**config.mk**
```make
export PLATFORM = sky130hd
export DESIGN_NAME = pmap_top
export DESIGN_NICKNAME = d
export VERILOG_FILES = /design/src/pmap_pkg.sv /design/src/pmap_region_decode.sv /design/src/pmap_top.sv
export SDC_FILE = /design/constraint.sdc
export NUM_CORES = 1
export LEC_CHECK = 0
export BUFFER_PORTS_ARGS = -buffer_cell sky130_fd_sc_hd__buf_4
export CORE_ASPECT_RATIO = 0.75
export CORE_MARGIN = 1
export CORE_UTILIZATION = 50
export CTS_CLUSTER_DIAMETER = 120
export DETAILED_ROUTE_END_ITERATION = 10
export GPL_TIMING_DRIVEN = 0
export PLACE_DENSITY = 0.84
export SYNTH_ARGS = -nofsm -noshare
export SYNTH_HDL_FRONTEND = slang
export SYNTH_SLANG_ARGS = --single-unit
```
**constraint.sdc**
```tcl
create_clock -name ref_clk_i -period 9.5 [get_ports ref_clk_i]
set_input_delay 0.475 -clock ref_clk_i [delete_from_list [all_inputs] [get_ports ref_clk_i]]
set_output_delay 0.475 -clock ref_clk_i [all_outputs]
set_load 0.02 [all_outputs]
```
**src/pmap_pkg.sv**
```systemverilog
// Shared constants, types and carriers for the program memory access protection block.
package pmap_pkg;

   // ------------------------------------------------------------------
   // Address map
   // ------------------------------------------------------------------
   localparam int unsigned ADDR_W = 22;                // Table pointer reach, bytes
   localparam int unsigned EE_AW = 10;                 // Data nonvolatile array address width
   localparam logic [21:0] BOOT_END = 22'h000800;      // First byte past the boot block
   localparam logic [21:0] USER_END = 22'h010000;      // First byte past user program memory
   localparam logic [21:0] ID_FIRST = 22'h200000;      // Identification locations
   localparam logic [21:0] ID_LAST = 22'h200007;
   localparam logic [21:0] CFG_FIRST = 22'h300000;     // Configuration word space
   localparam logic [21:0] CFG_LAST = 22'h30000F;
   localparam logic [21:0] IMG_FIRST = 22'h300008;     // Protection bytes held in this block
   localparam logic [21:0] IMG_LAST = 22'h30000D;
   localparam logic [3:0] IMG_BASE_LOW = 4'h8;         // Low nibble of the first protection byte
   localparam logic [21:0] DEVID_FIRST = 22'h3FFFFE;   // Device identification word
   localparam logic [21:0] DEVID_LAST = 22'h3FFFFF;

   // ------------------------------------------------------------------
   // Blocks and protection bytes
   // ------------------------------------------------------------------
   localparam int unsigned NUM_BLK = 5;                // Four 16 Kbyte blocks plus boot block
   localparam int unsigned BLK_LSB = 14;               // Block select lsb inside user space
   localparam logic [2:0] BOOT_IDX = 3'h4;             // Index used for the boot block
   localparam int unsigned IMG_BYTES = 6;
   localparam logic [2:0] CFG_CP_L = 3'h0;             // Per-block read protect, blocks 0..3
   localparam logic [2:0] CFG_CP_H = 3'h1;             // Boot and data read protect
   localparam logic [2:0] CFG_WP_L = 3'h2;             // Per-block write protect, blocks 0..3
   localparam logic [2:0] CFG_WP_H = 3'h3;             // Boot, config and data write protect
   localparam logic [2:0] CFG_XR_L = 3'h4;             // Per-block cross read enable, 0..3
   localparam logic [2:0] CFG_XR_H = 3'h5;             // Boot cross read enable
   localparam int unsigned BOOT_BIT = 6;               // Boot bit inside each high byte
   localparam int unsigned DATA_BIT = 7;               // Data memory bit inside the CFG_CP_H and CFG_WP_H bytes
   localparam int unsigned CFGWP_BIT = 5;              // Config write protect inside WP_H
   localparam logic [7:0] ZERO_BYTE = 8'h00;

   // Implemented bits; also the erased value, unimplemented bits stay zero
   localparam logic [5:0][7:0] IMPL_ALL = 48'h40_0F_E0_0F_C0_0F;

   // ------------------------------------------------------------------
   // Types
   // ------------------------------------------------------------------
   typedef logic [5:0][7:0] pmap_cfg_t;

   typedef enum logic [2:0] {
      RG_USER = 3'h0,
      RG_UNIMPL = 3'h1,
      RG_ID = 3'h2,
      RG_CFG = 3'h3,
      RG_DEVID = 3'h4
   } pmap_region_t;

   typedef enum logic [1:0] {
      OP_READ = 2'h0,
      OP_WRITE = 2'h1,
      OP_ERASE = 2'h2
   } pmap_op_t;

   typedef enum logic [1:0] {
      SRC_TBL = 2'h0,
      SRC_EE = 2'h1,
      SRC_PROG = 2'h2
   } pmap_src_t;

   typedef enum logic [1:0] {
      ST_IDLE = 2'b00,
      ST_ISSUE = 2'b01,
      ST_WAIT = 2'b11,
      ST_DONE = 2'b10
   } pmap_state_t;

   // Request held while it is served
   typedef struct packed {
      pmap_src_t src;
      pmap_op_t op;
      logic ee;
      logic all;
      logic [21:0] addr;
      logic [7:0] wdata;
   } pmap_req_t;

   // Command to the memory arrays
   typedef struct packed {
      logic req;
      pmap_op_t op;
      logic ee;
      logic all;
      logic [21:0] addr;
      logic [7:0] wdata;
   } pmap_mem_t;

endpackage : pmap_pkg

```
**src/pmap_region_decode.sv**
```systemverilog
// Address decoder: region and protection block of a table address.
`timescale 1ns/1ps
`default_nettype none

module pmap_region_decode (
   input wire logic [21:0] addr_i,
   output pmap_pkg::pmap_region_t region_o,
   output logic [2:0] blk_o
);

   // ------------------------------------------------------------------
   // Block index: boot block below its end, else the 16 Kbyte slice
   // ------------------------------------------------------------------
   always_comb begin
      if (addr_i < pmap_pkg::BOOT_END) begin
         blk_o = pmap_pkg::BOOT_IDX;
      end else begin
         blk_o = {1'b0, addr_i[pmap_pkg::BLK_LSB+1:pmap_pkg::BLK_LSB]};
      end
   end

   // ------------------------------------------------------------------
   // Region select
   // ------------------------------------------------------------------
   always_comb begin
      if (addr_i < pmap_pkg::USER_END) begin
         region_o = pmap_pkg::RG_USER;
      end else if (addr_i >= pmap_pkg::ID_FIRST && addr_i <= pmap_pkg::ID_LAST) begin
         region_o = pmap_pkg::RG_ID;
      end else if (addr_i >= pmap_pkg::CFG_FIRST && addr_i <= pmap_pkg::CFG_LAST) begin
         region_o = pmap_pkg::RG_CFG;
      end else if (addr_i >= pmap_pkg::DEVID_FIRST && addr_i <= pmap_pkg::DEVID_LAST) begin
         region_o = pmap_pkg::RG_DEVID;
      end else begin
         region_o = pmap_pkg::RG_UNIMPL;
      end
   end

endmodule : pmap_region_decode

`default_nettype wire

```
**src/pmap_top.sv**
```systemverilog
// Program memory access protection: gates table, data memory and programmer accesses.
//
// How it works
// RQ1: Read protect blocks only programmer accesses.
// RQ2: Write protect clear refuses table writes.
// RQ3: Same-block table reads see true data.
// RQ4: Cross-block reads return zeros when disabled.
// RQ5: Protection bits only go one to zero.
// RQ6: Only programmer erase sets bits again.
// RQ7: Data protect bits gate programmer data accesses.
// RQ8: Processor data memory reads always succeed.
// RQ9: Config write protect guards config; user read-only.
// RQ10: Eight ID bytes reachable by all.
// RQ11: ID bytes readable despite protection.
// RQ12: Table reaches device ID and config.
// RQ13: Boot block plus four 16 Kbyte blocks.
// RQ14: Refused table writes leave memory untouched.
// RQ15: Instruction fetches ignore all protection.
`timescale 1ns/1ps
`default_nettype none

module pmap_top (
   input wire logic ref_clk_i,
   input wire logic nrst_i,
   input wire pmap_pkg::pmap_cfg_t nv_cfg_i,
   input wire logic prog_mode_i,
   input wire logic tbl_req_i,
   input wire logic tbl_we_i,
   input wire logic [21:0] tbl_addr_i,
   input wire logic [7:0] tbl_wdata_i,
   input wire logic [21:0] instr_addr_i,
   input wire logic ee_req_i,
   input wire logic [9:0] ee_addr_i,
   input wire logic prog_req_i,
   input wire pmap_pkg::pmap_op_t prog_op_i,
   input wire logic prog_ee_i,
   input wire logic prog_all_i,
   input wire logic [21:0] prog_addr_i,
   input wire logic [7:0] prog_wdata_i,
   input wire logic fetch_req_i,
   input wire logic [21:0] fetch_addr_i,
   input wire logic [7:0] mem_rdata_i,
   output pmap_pkg::pmap_mem_t mem_o,
   output logic fetch_req_o,
   output logic [21:0] fetch_addr_o,
   output logic [7:0] rsp_data_o,
   output logic tbl_ack_o,
   output logic ee_ack_o,
   output logic prog_ack_o,
   output logic refused_o,
   output pmap_pkg::pmap_cfg_t cfg_image_o,
   output logic cfg_wp_o,
   output logic ready_o
);

   // ------------------------------------------------------------------
   // State
   // ------------------------------------------------------------------
   pmap_pkg::pmap_state_t st_q, st_d;        // Access sequencer
   pmap_pkg::pmap_req_t req_q, req_d;        // Request being served
   pmap_pkg::pmap_cfg_t cfg_q, cfg_d;        // Protection bytes
   logic [7:0] data_q, data_d;               // Answer data
   logic ref_q, ref_d;                       // Answer refused
   logic loaded_q;                           // Protection image taken from storage

   // Arbitration and decisions
   pmap_pkg::pmap_req_t cand;                // Request offered this cycle
   logic take;                               // Request accepted
   pmap_pkg::pmap_region_t rg, irg;          // Target and instruction regions
   logic [2:0] blk, iblk;                    // Target and instruction blocks
   localparam int unsigned NB = pmap_pkg::NUM_BLK;
   logic [NB-1:0] rp, wp, xr;                // Per-block protection views
   logic dm_rp, dm_wp, cfgwp;                // Data and config protection
   logic go_mem, refuse, zero_rd;            // Decision of the offered request
   logic img_hit, erase_blk, erase_all;
   logic [2:0] idx;                          // Protection byte index
   logic [7:0] wmask;                        // Writable bits of that byte

   // ------------------------------------------------------------------
   // Per-block views of the protection bytes
   // ------------------------------------------------------------------
   for (genvar k = 0; k < NB; k++) begin : g_blk
      if (k < NB - 1) begin : g_main
         assign rp[k] = cfg_q[pmap_pkg::CFG_CP_L][k];
         assign wp[k] = cfg_q[pmap_pkg::CFG_WP_L][k];
         assign xr[k] = cfg_q[pmap_pkg::CFG_XR_L][k];
      end else begin : g_boot                                      // [RQ13]
         assign rp[k] = cfg_q[pmap_pkg::CFG_CP_H][pmap_pkg::BOOT_BIT];
         assign wp[k] = cfg_q[pmap_pkg::CFG_WP_H][pmap_pkg::BOOT_BIT];
         assign xr[k] = cfg_q[pmap_pkg::CFG_XR_H][pmap_pkg::BOOT_BIT];
      end
   end
   assign dm_rp = cfg_q[pmap_pkg::CFG_CP_H][pmap_pkg::DATA_BIT];
   assign dm_wp = cfg_q[pmap_pkg::CFG_WP_H][pmap_pkg::DATA_BIT];
   assign cfgwp = cfg_q[pmap_pkg::CFG_WP_H][pmap_pkg::CFGWP_BIT];

   // ------------------------------------------------------------------
   // Arbiter: programmer in program mode, else table, else data reads
   // ------------------------------------------------------------------
   always_comb begin
      take = 1'b0;
      cand = req_q;
      if (st_q == pmap_pkg::ST_IDLE && loaded_q) begin
         if (prog_mode_i && prog_req_i) begin
            take = 1'b1;
            cand = '{pmap_pkg::SRC_PROG, prog_op_i, prog_ee_i, prog_all_i, prog_addr_i, prog_wdata_i};
         end else if (!prog_mode_i && tbl_req_i) begin
            take = 1'b1;
            cand = '{pmap_pkg::SRC_TBL, tbl_we_i ? pmap_pkg::OP_WRITE : pmap_pkg::OP_READ,
                     1'b0, 1'b0, tbl_addr_i, tbl_wdata_i};
         end else if (ee_req_i) begin
            take = 1'b1;
            cand = '{pmap_pkg::SRC_EE, pmap_pkg::OP_READ, 1'b1, 1'b0, {12'h000, ee_addr_i}, 8'h00};
         end
      end
   end

   // Target address and the address of the issuing instruction
   pmap_region_decode u_tgt_dec (
      .addr_i(cand.addr),
      .region_o(rg),
      .blk_o(blk)
   );

   pmap_region_decode u_ins_dec (
      .addr_i(instr_addr_i),
      .region_o(irg),
      .blk_o(iblk)
   );

   assign idx = 3'(cand.addr[3:0] - pmap_pkg::IMG_BASE_LOW);
   assign img_hit = cand.addr >= pmap_pkg::IMG_FIRST && cand.addr <= pmap_pkg::IMG_LAST;

   // ------------------------------------------------------------------
   // Access decision for the offered request
   // ------------------------------------------------------------------
   always_comb begin
      go_mem = 1'b0;
      refuse = 1'b0;
      zero_rd = 1'b0;
      erase_blk = 1'b0;
      erase_all = 1'b0;
      if (cand.ee) begin
         if (cand.src == pmap_pkg::SRC_PROG) begin
            refuse = !dm_rp || (cand.op != pmap_pkg::OP_READ && !dm_wp);      // [RQ7]
         end
         go_mem = !refuse;                                                     // [RQ8]
      end else if (cand.op == pmap_pkg::OP_ERASE) begin
         // Only the programmer port can carry an erase
         erase_all = cand.all;                                                 // [RQ6]
         erase_blk = !cand.all && rg == pmap_pkg::RG_USER;                     // [RQ6]
         refuse = !cand.all && rg != pmap_pkg::RG_USER;
         go_mem = !refuse;
      end else begin
         case (rg)
            pmap_pkg::RG_USER: begin
               if (cand.src == pmap_pkg::SRC_PROG) begin
                  refuse = !rp[blk];                                           // [RQ1]
               end else if (cand.op == pmap_pkg::OP_WRITE) begin
                  refuse = !wp[blk];                                           // [RQ2] [RQ14]
               end else begin
                  zero_rd = !xr[blk] && !(irg == pmap_pkg::RG_USER && iblk == blk);  // [RQ3] [RQ4]
               end
               go_mem = !refuse && !zero_rd;
            end
            pmap_pkg::RG_ID: begin
               go_mem = 1'b1;                                                  // [RQ10] [RQ11]
            end
            pmap_pkg::RG_CFG: begin
               if (cand.op == pmap_pkg::OP_WRITE && cand.src == pmap_pkg::SRC_TBL && !cfgwp) begin
                  refuse = 1'b1;                                               // [RQ9] [RQ12]
               end else begin
                  go_mem = !img_hit;                                           // [RQ12]
               end
            end
            pmap_pkg::RG_DEVID: begin
               refuse = cand.op == pmap_pkg::OP_WRITE;
               go_mem = !refuse;                                               // [RQ12]
            end
            default: begin
               // Unimplemented space reads zero, writes go nowhere
               refuse = cand.op == pmap_pkg::OP_WRITE;
               zero_rd = !refuse;
            end
         endcase
      end
   end

   // User writes may never touch the config write protect bit
   always_comb begin
      wmask = pmap_pkg::IMPL_ALL[idx];
      if (cand.src == pmap_pkg::SRC_TBL && idx == pmap_pkg::CFG_WP_H) begin
         wmask[pmap_pkg::CFGWP_BIT] = 1'b0;                                    // [RQ9]
      end
   end

   // ------------------------------------------------------------------
   // Next state of the sequencer and protection bytes
   // ------------------------------------------------------------------
   always_comb begin
      st_d = st_q;
      req_d = req_q;
      cfg_d = cfg_q;
      data_d = data_q;
      ref_d = ref_q;
      if (!loaded_q) begin
         cfg_d = nv_cfg_i & pmap_pkg::IMPL_ALL;
      end
      case (st_q)
         pmap_pkg::ST_IDLE: begin
            if (take) begin
               req_d = cand;
               ref_d = refuse;
               data_d = pmap_pkg::ZERO_BYTE;                                   // [RQ4]
               if (rg == pmap_pkg::RG_CFG && img_hit && !refuse && !cand.ee) begin
                  if (cand.op == pmap_pkg::OP_WRITE) begin
                     // A written one cannot raise a cleared bit
                     cfg_d[idx] = cfg_q[idx] & (cand.wdata | ~wmask);          // [RQ5]
                  end else begin
                     data_d = cfg_q[idx];                                      // [RQ12]
                  end
               end
               if (erase_all) begin
                  cfg_d = pmap_pkg::IMPL_ALL;                                  // [RQ6]
               end else if (erase_blk) begin
                  for (int j = 0; j < 3; j++) begin
                     if (blk == pmap_pkg::BOOT_IDX) begin
                        cfg_d[2*j+1][pmap_pkg::BOOT_BIT] = 1'b1;               // [RQ6]
                     end else begin
                        cfg_d[2*j][blk[1:0]] = 1'b1;                           // [RQ6]
                     end
                  end
               end
               st_d = go_mem ? pmap_pkg::ST_ISSUE : pmap_pkg::ST_DONE;        // [RQ14]
            end
         end
         pmap_pkg::ST_ISSUE: begin
            st_d = pmap_pkg::ST_WAIT;
         end
         pmap_pkg::ST_WAIT: begin
            data_d = mem_rdata_i;
            st_d = pmap_pkg::ST_DONE;
         end
         default: begin
            st_d = pmap_pkg::ST_IDLE;
         end
      endcase
   end

   // Registers; the image is erased-state until storage is copied in
   always_ff @(posedge ref_clk_i or negedge nrst_i) begin
      if (!nrst_i) begin
         st_q <= pmap_pkg::ST_IDLE;
         req_q <= '0;
         cfg_q <= pmap_pkg::IMPL_ALL;
         data_q <= pmap_pkg::ZERO_BYTE;
         ref_q <= 1'b0;
         loaded_q <= 1'b0;
      end else begin
         st_q <= st_d;
         req_q <= req_d;
         cfg_q <= cfg_d;
         data_q <= data_d;
         ref_q <= ref_d;
         loaded_q <= 1'b1;
      end
   end

   // ------------------------------------------------------------------
   // Outputs
   // ------------------------------------------------------------------
   assign mem_o = '{st_q == pmap_pkg::ST_ISSUE, req_q.op, req_q.ee, req_q.all, req_q.addr, req_q.wdata};
   assign fetch_req_o = fetch_req_i;                                           // [RQ15]
   assign fetch_addr_o = fetch_addr_i;                                         // [RQ15]
   assign rsp_data_o = data_q;
   assign tbl_ack_o = st_q == pmap_pkg::ST_DONE && req_q.src == pmap_pkg::SRC_TBL;
   assign ee_ack_o = st_q == pmap_pkg::ST_DONE && req_q.src == pmap_pkg::SRC_EE;
   assign prog_ack_o = st_q == pmap_pkg::ST_DONE && req_q.src == pmap_pkg::SRC_PROG;
   assign refused_o = st_q == pmap_pkg::ST_DONE && ref_q;
   assign cfg_image_o = cfg_q;
   assign cfg_wp_o = cfgwp;                                                    // [RQ9]
   assign ready_o = loaded_q;

   logic tk_tbl;
   logic erase_now;
   assign tk_tbl = take && cand.src == pmap_pkg::SRC_TBL;
   assign erase_now = take && (erase_all || erase_blk);
endmodule : pmap_top

`default_nettype wire

```
# Yosys cells after proc, flatten, opt, wreduce, memory -nomap -nowiden
# Memories as Yosys holds them, arrays and structs flattened.
# Cells that the tools add are included.
# op_classes
add_sub_neg,1
n_lt_le_gt_ge,23
eq_ne,15
mux,96
n_bitwise,6
n_reduce_logical,56
# ops
operator,n
48-bit two-way mux,7
"22-bit >= comparator, second input constant",7
"22-bit less-or-equal comparator, second input constant",7
36-bit two-way mux,4
8-bit two-way mux,15
48-bit bitwise mux,1
"22-bit by 12-bit < comparator with 1-bit output, second input constant",2
"22-bit by 17-bit < comparator with 1-bit output, second input constant",2
1-bit two-way mux,44
3-bit two-way mux,10
1-bit logical AND,28
8-bit binary-select mux with 3-bit select,1
8-bit demux with 3-bit select,1
8-bit by 4-bit bitwise OR with 8-bit output,3
6-bit two-way mux,3
1-bit zero test,17
8-bit one-hot mux with 2 select lines,1
"2-bit equality test, second input constant",5
1-bit binary-select mux with 3-bit select,3
"3-bit by 2-bit equality test with 1-bit output, second input constant",3
8-bit AND,1
"3-bit by 4-bit < comparator with 1-bit output, second input constant",2
8-bit NOT,1
8-bit bitwise OR,1
other kinds (19),28
# totals
reg_bits,96
mem_bits_ro,64
inputBits,182
output_inout_bits,120
word_cells,214
n_memories,1
# mem_list
memory,depth,word_bits,read_ports,rd_ports_with_merged_regs,wr,line,rtl
(name not given),8,8,1,0,0,pmap_top.sv:191,wmask = pmap_pkg::IMPL_ALL[idx];

# Depth between registers and ports, before layout
# depth
word_depth,30
depth_mapped,14
depth_no_buf,10

# By module
# Synthesis repeated with hierarchy kept, for this count alone.
# unflattened
cells_unflattened,740
hier_area_um2,6756.5
# modules_own_cells
module,instances,cells_per_inst,area_each_um2
pmap_top,1,690,6438.7
pmap_region_decode,2,25,158.9

# Least setup slack after synthesis
# OpenSTA, ideal clock, no wires.
# synth_timing
path_kind,register -> register
startpoint,register loaded_q (netlist: ready_o)
endpoint,register ref_q
setup_ns,0.126
arrival_ns,3.137
slack_ns,6.237
path_stages_with_launch,12
synth_period_minus_slack_ns,3.263
path_cell_list,dfrtp_1 -> or3b_1 -> buf_2 -> a21oi_4 -> a311o_1 -> nand4_2 -> nor4_4 -> a41oi_1 -> a311o_1 -> o221a_1 -> buf_2 -> a221o_1
# synth_between
elab_chain_len,15
elab_cells_between_ends,52
cone_classes,order compare (8); eq/ne (5); mux (22); reduce/logical (17)
# synth_lines
element,line,rtl
"start, declared",pmap_top.sv:64,logic loaded_q;
"start signal, assigned",pmap_top.sv:258,loaded_q <= 1'b0;
"start signal, assigned",pmap_top.sv:265,loaded_q <= 1'b1;
1-bit logical AND *,pmap_top.sv:103,if (st_q == pmap_pkg::ST_IDLE && loaded_q) begin
36-bit two-way mux,pmap_top.sv:103,
22-bit by 12-bit < comparator with 1-bit output,pmap_region_decode.sv:15,if (addr_i < pmap_pkg::BOOT_END) begin
3-bit two-way mux,pmap_region_decode.sv:15,
1-bit binary-select mux with 3-bit select,pmap_top.sv:160,refuse = !wp[blk];
1-bit two-way mux (implied by the code),pmap_top.sv:160,
1-bit zero test,pmap_top.sv:160,
1-bit two-way mux,pmap_top.sv:159,end else if (cand.op == pmap_pkg::OP_WRITE) begin
1-bit two-way mux,pmap_top.sv:157,if (cand.src == pmap_pkg::SRC_PROG) begin
1-bit two-way mux,pmap_top.sv:155,case (rg)
1-bit two-way mux,pmap_top.sv:148,end else if (cand.op == pmap_pkg::OP_ERASE) begin
1-bit two-way mux,pmap_top.sv:143,if (cand.ee) begin
1-bit one-hot mux with 3 select lines,pmap_top.sv:155,
1-bit two-way mux,pmap_top.sv:148,
1-bit two-way mux,pmap_top.sv:143,
"end signal, assigned",pmap_top.sv:264,ref_q <= ref_d;
"end, declared",pmap_top.sv:63,"logic ref_q, ref_d;"
# Mark *: on every way between the ends. The rest lies on a longest branch, timed or not. The select of a mux whose other input is x is not followed.
# A chain may end at the register's enable or synchronous reset.

==> results by group <==
Run status
  • Status: complete, no violations

Floorplanning
  • Core area: 12,970 sq um
  • Num ports: 302
  • Row Count: 36
  • Initial core utilization: 0.5112
  • Die area: 13,730 sq um
  • Die Span X: 135.0 um
  • Die height: 101.7 um

CTS
  • Number of buffers created by CTS: 9
  • Clock Latency Late Sink: 0.35 ns
  • Cts hold-fix bufs: 0
  • Post-CTS setup buffers: 0
  • Clk buf depth: 2
  • Htree depth: 3
  • Cts repair resizes: 0
  • CTS tree: yes
  • CTS Sinks: 96
  • Clock slew at reported path FFs: 0.07 ns
  • CTS Root Cell: clkbuf_16

Route
  • DR WL/cell: 21.35 um
  • Drt via density: 6.179
  • Total Wirelength: 25.57 mm
  • Via count: 7,403
  • Iteration-0 DRC Markers: 793
  • Routed Antenna Nets: 0
  • # DRC: 0
  • Drt first pass iters: 5

GRT
  • M1 GR Usage: 0.5440
  • Largest net degree at the start of global routing: 97
  • Grt ovf: 0
  • Met3 Usage GRT: 0.1006
  • Total GRT Usage: 0.3742
  • Vias in the first global route: 6,845
  • Gr busiest metal: met2
  • First-pass GRT wire length: 38.34 mm
  • Initial antenna violation count: 1
  • Met2 usage: 0.5511

Placed design
  • Pre-CTS setup slack: 5.087 ns
  • Port bufs: 237
  • DP HPWL: 19.58 mm
  • Cell Area, Placed: 8630 sq um
  • GPL Wtd Cong: 0.9614
  • Placed cell count: 1,182

Synth
  • Mapped Cells: 774
  • Synth Area in Compound Gates: 0.2411
  • Synth top cells by count: nand2_1 (84), dfrtp_1 (78), buf_4 (60)
  • Mean Syn Cell Area: 8.568 sq um
  • Adder-cell share of the synthesized area: 0
  • Syn Nets: 956
  • Post-synth EDFFs: 0
  • Largest family of logic cells by synthesized area: compound AO/OA/AOI/OAI gates
  • Yosys reg bits: 96
  • Post-synthesis mux area share: 0.06113
  • Post-synth top area share: 0.2943
  • Cell with the most instances after synthesis: nand2_1
  • Area contributors post-synth: dfrtp_1 (29%), dfstp_2 (7.1%), buf_4 (6.8%)
  • Xor and xnor area share after synthesis: 0
  • Synth Flop Type: dfrtp_1
  • Cell Area, Synth: 6631 sq um
  • Sequential fraction of the synthesis area: 0.3657
  • Library cell with the largest summed area after synthesis: dfrtp_1
  • Post-synthesis cell type count: 72
  • Asr flop ratio synth: 1.000
  • Simple-Gate Fraction of Synth Area: 0.2221
  • Ys Warns: 0

Finish
  • Layout cells sized above 1: 0.3612
  • Final core area utilization: 0.6889
  • Area Overhead vs Synth: 34.77%
  • Area of the multi-input gates: 3486 sq um
  • Final #Nets: 1,204
  • Fillers: 1,090
  • Register area: 2425 sq um
  • Diode count: 0
  • Finished Layout Cells: 1,198
  • Finished layout cell area: 8937 sq um

Power and ir drop
  • Pint: 1.254 mW
  • Clock Power Share: 0.161
  • Seq pwr share: 0.257
  • Pwr Total: 2.377 mW
  • Maximum vdd drop: 145.7 uV
  • Sw frac: 0.4724
  • P_leak: 4.322 nW
  • Gate power share: 0.582
  • Net Sw Power: 1.123 mW
  • Pwr Density: 266.0 nW/um^2

Timing
  • Setup TNS: 0 ns
  • Final Max Slew Viols: 0
  • Setup WS post-layout: 4.642 ns
  • Setup-failing EPs final: 0
  • RSZ-0062 raised after global routing: no
  • Fmax: 205.8 MHz
  • Tcrit/Tclk final: 0.5114
  • Hold Fails Final Rpt: 0
  • Slew @ Worst Pin: 1.247 ns
  • Hold WS: 0.3453 ns
  • Layout Skew: 0.004782 ns
  • Post-route minimum period: 4.858 ns
  • Max-slew headroom: 0.1684

Worst setup path
  • Worst Setup End Kind: flop
  • Reg2reg path depth: 10
  • Max stage delay cell, worst path: a211oi_1
  • Critical Path AT: 5.07 ns
  • Worst path max stage delay: 0.68 ns
  • Critical Path, Cell by Cell: nor3b_2 > buf_2 > nand2_1 > a211oi_1 > o21ai_1 > nor2_1 > nand4_1 > nor4_1 > o21ai_0 > o2bb2ai_1
  • Crit start category: flop
  • Crit Path Category: reg -> reg
  • Critical path data required time: 9.71 ns
  • Crit Path Max Fanout: 10

Hold path
  • Min-delay worst type: in -> async

Run
  • Max-Cap Viols: 0
==> power groups by stage <==
stage / combinational (mW) / sequential, mW / clock (mW)
after global routing: 1.47 / 0.621 / 0.395
after global placement: 1.32 / 0.612 / 0
final: 1.38 / 0.610 / 0.382
after CTS: 1.35 / 0.605 / 0.381
after floorplan: 0.848 / 0.615 / 0
after detailed placement: 1.34 / 0.612 / 0
==> cell usage in the layout (no fill, tap or decap), types with 6 or more instances in the layout <==
cell type  instances
and3_1            28
o31ai_1            7
nor2_1            40
clkbuf_1          25
mux2_2             6
a211oi_1          26
buf_2             13
nor4_1            10
nand2_1           84
a221oi_1           6
o2bb2ai_1         14
clkbuf_16         10
nand3_1           36
o21ai_0           51
and2_1            19
a2bb2oi_1          6
dfrtp_1           78
a22o_1            12
nor2b_1           11
buf_4            297
a21oi_1           42
dfstp_2           18
buf_1              9
inv_1             18
mux2i_1           27
nor3_1            12
o21ai_1           10
a31oi_1            8
a22oi_1           11
==> sequential cells by signal, summed over array words and instances (netlist names) <==
| register | flops |
|---|---|
| rsp_data_o | 8 |
| st_q | 2 |
| cfg_image_o | 48 |
| req_q | 2 |
| ready_o | 1 |
| ref_q | 1 |
| mem_o | 34 |
==> worst max-delay path: cells and delay by family (launching register included) <==
kind | cells | cell delay, ns
AO/OA/AOI/OAI | 4 | 1.64
buffers and inverters | 1 | 0.34
flip-flops | 1 | 0.59
AND/OR/NAND/NOR | 5 | 2.14
==> kinds of logic after synthesis <==
logic type	count (synthesis)
simple gates	279
compound gates	233
buf+inv	129
flops	96
mux	36
other cells	1
==> final timing paths <==
kind	startpoint	end	slack [ns]
min in group ref_clk_i	mem_rdata_i[4]	rsp_data_o[4]	0.36
max in group asynchronous	nrst_i	cfg_image_o[10]	8.31
setup reg to reg	ready_o	cfg_image_o[6]	4.64
hold / removal	nrst_i	mem_o[14]	0.35
setup / recovery	ready_o	cfg_image_o[6]	4.64
hold reg to reg	rsp_data_o[7]	rsp_data_o[7]	0.52
==> layer usage <==
metal  wire length, um  up-vias
met5                11        -
met4               413        2
met3              3627       48
met2             10610      566
met1             10910     3500
li1                  -     3287
==> area by class of cell <==
| cell class | instances | share of cell area |
|---|---|---|
| multi-input cells | 549 | 0.3900 |
| inverters | 22 | 0.009240 |
| plain buffers | 107 | 0.07196 |
| flip-flops and latches | 96 | 0.2713 |
| well taps | 171 | 0.02394 |
| clock inverters | 5 | 0.004900 |
| repair buffers | 237 | 0.1991 |
| clock buffers | 11 | 0.02954 |
Power figures use the tool's default switching activity.
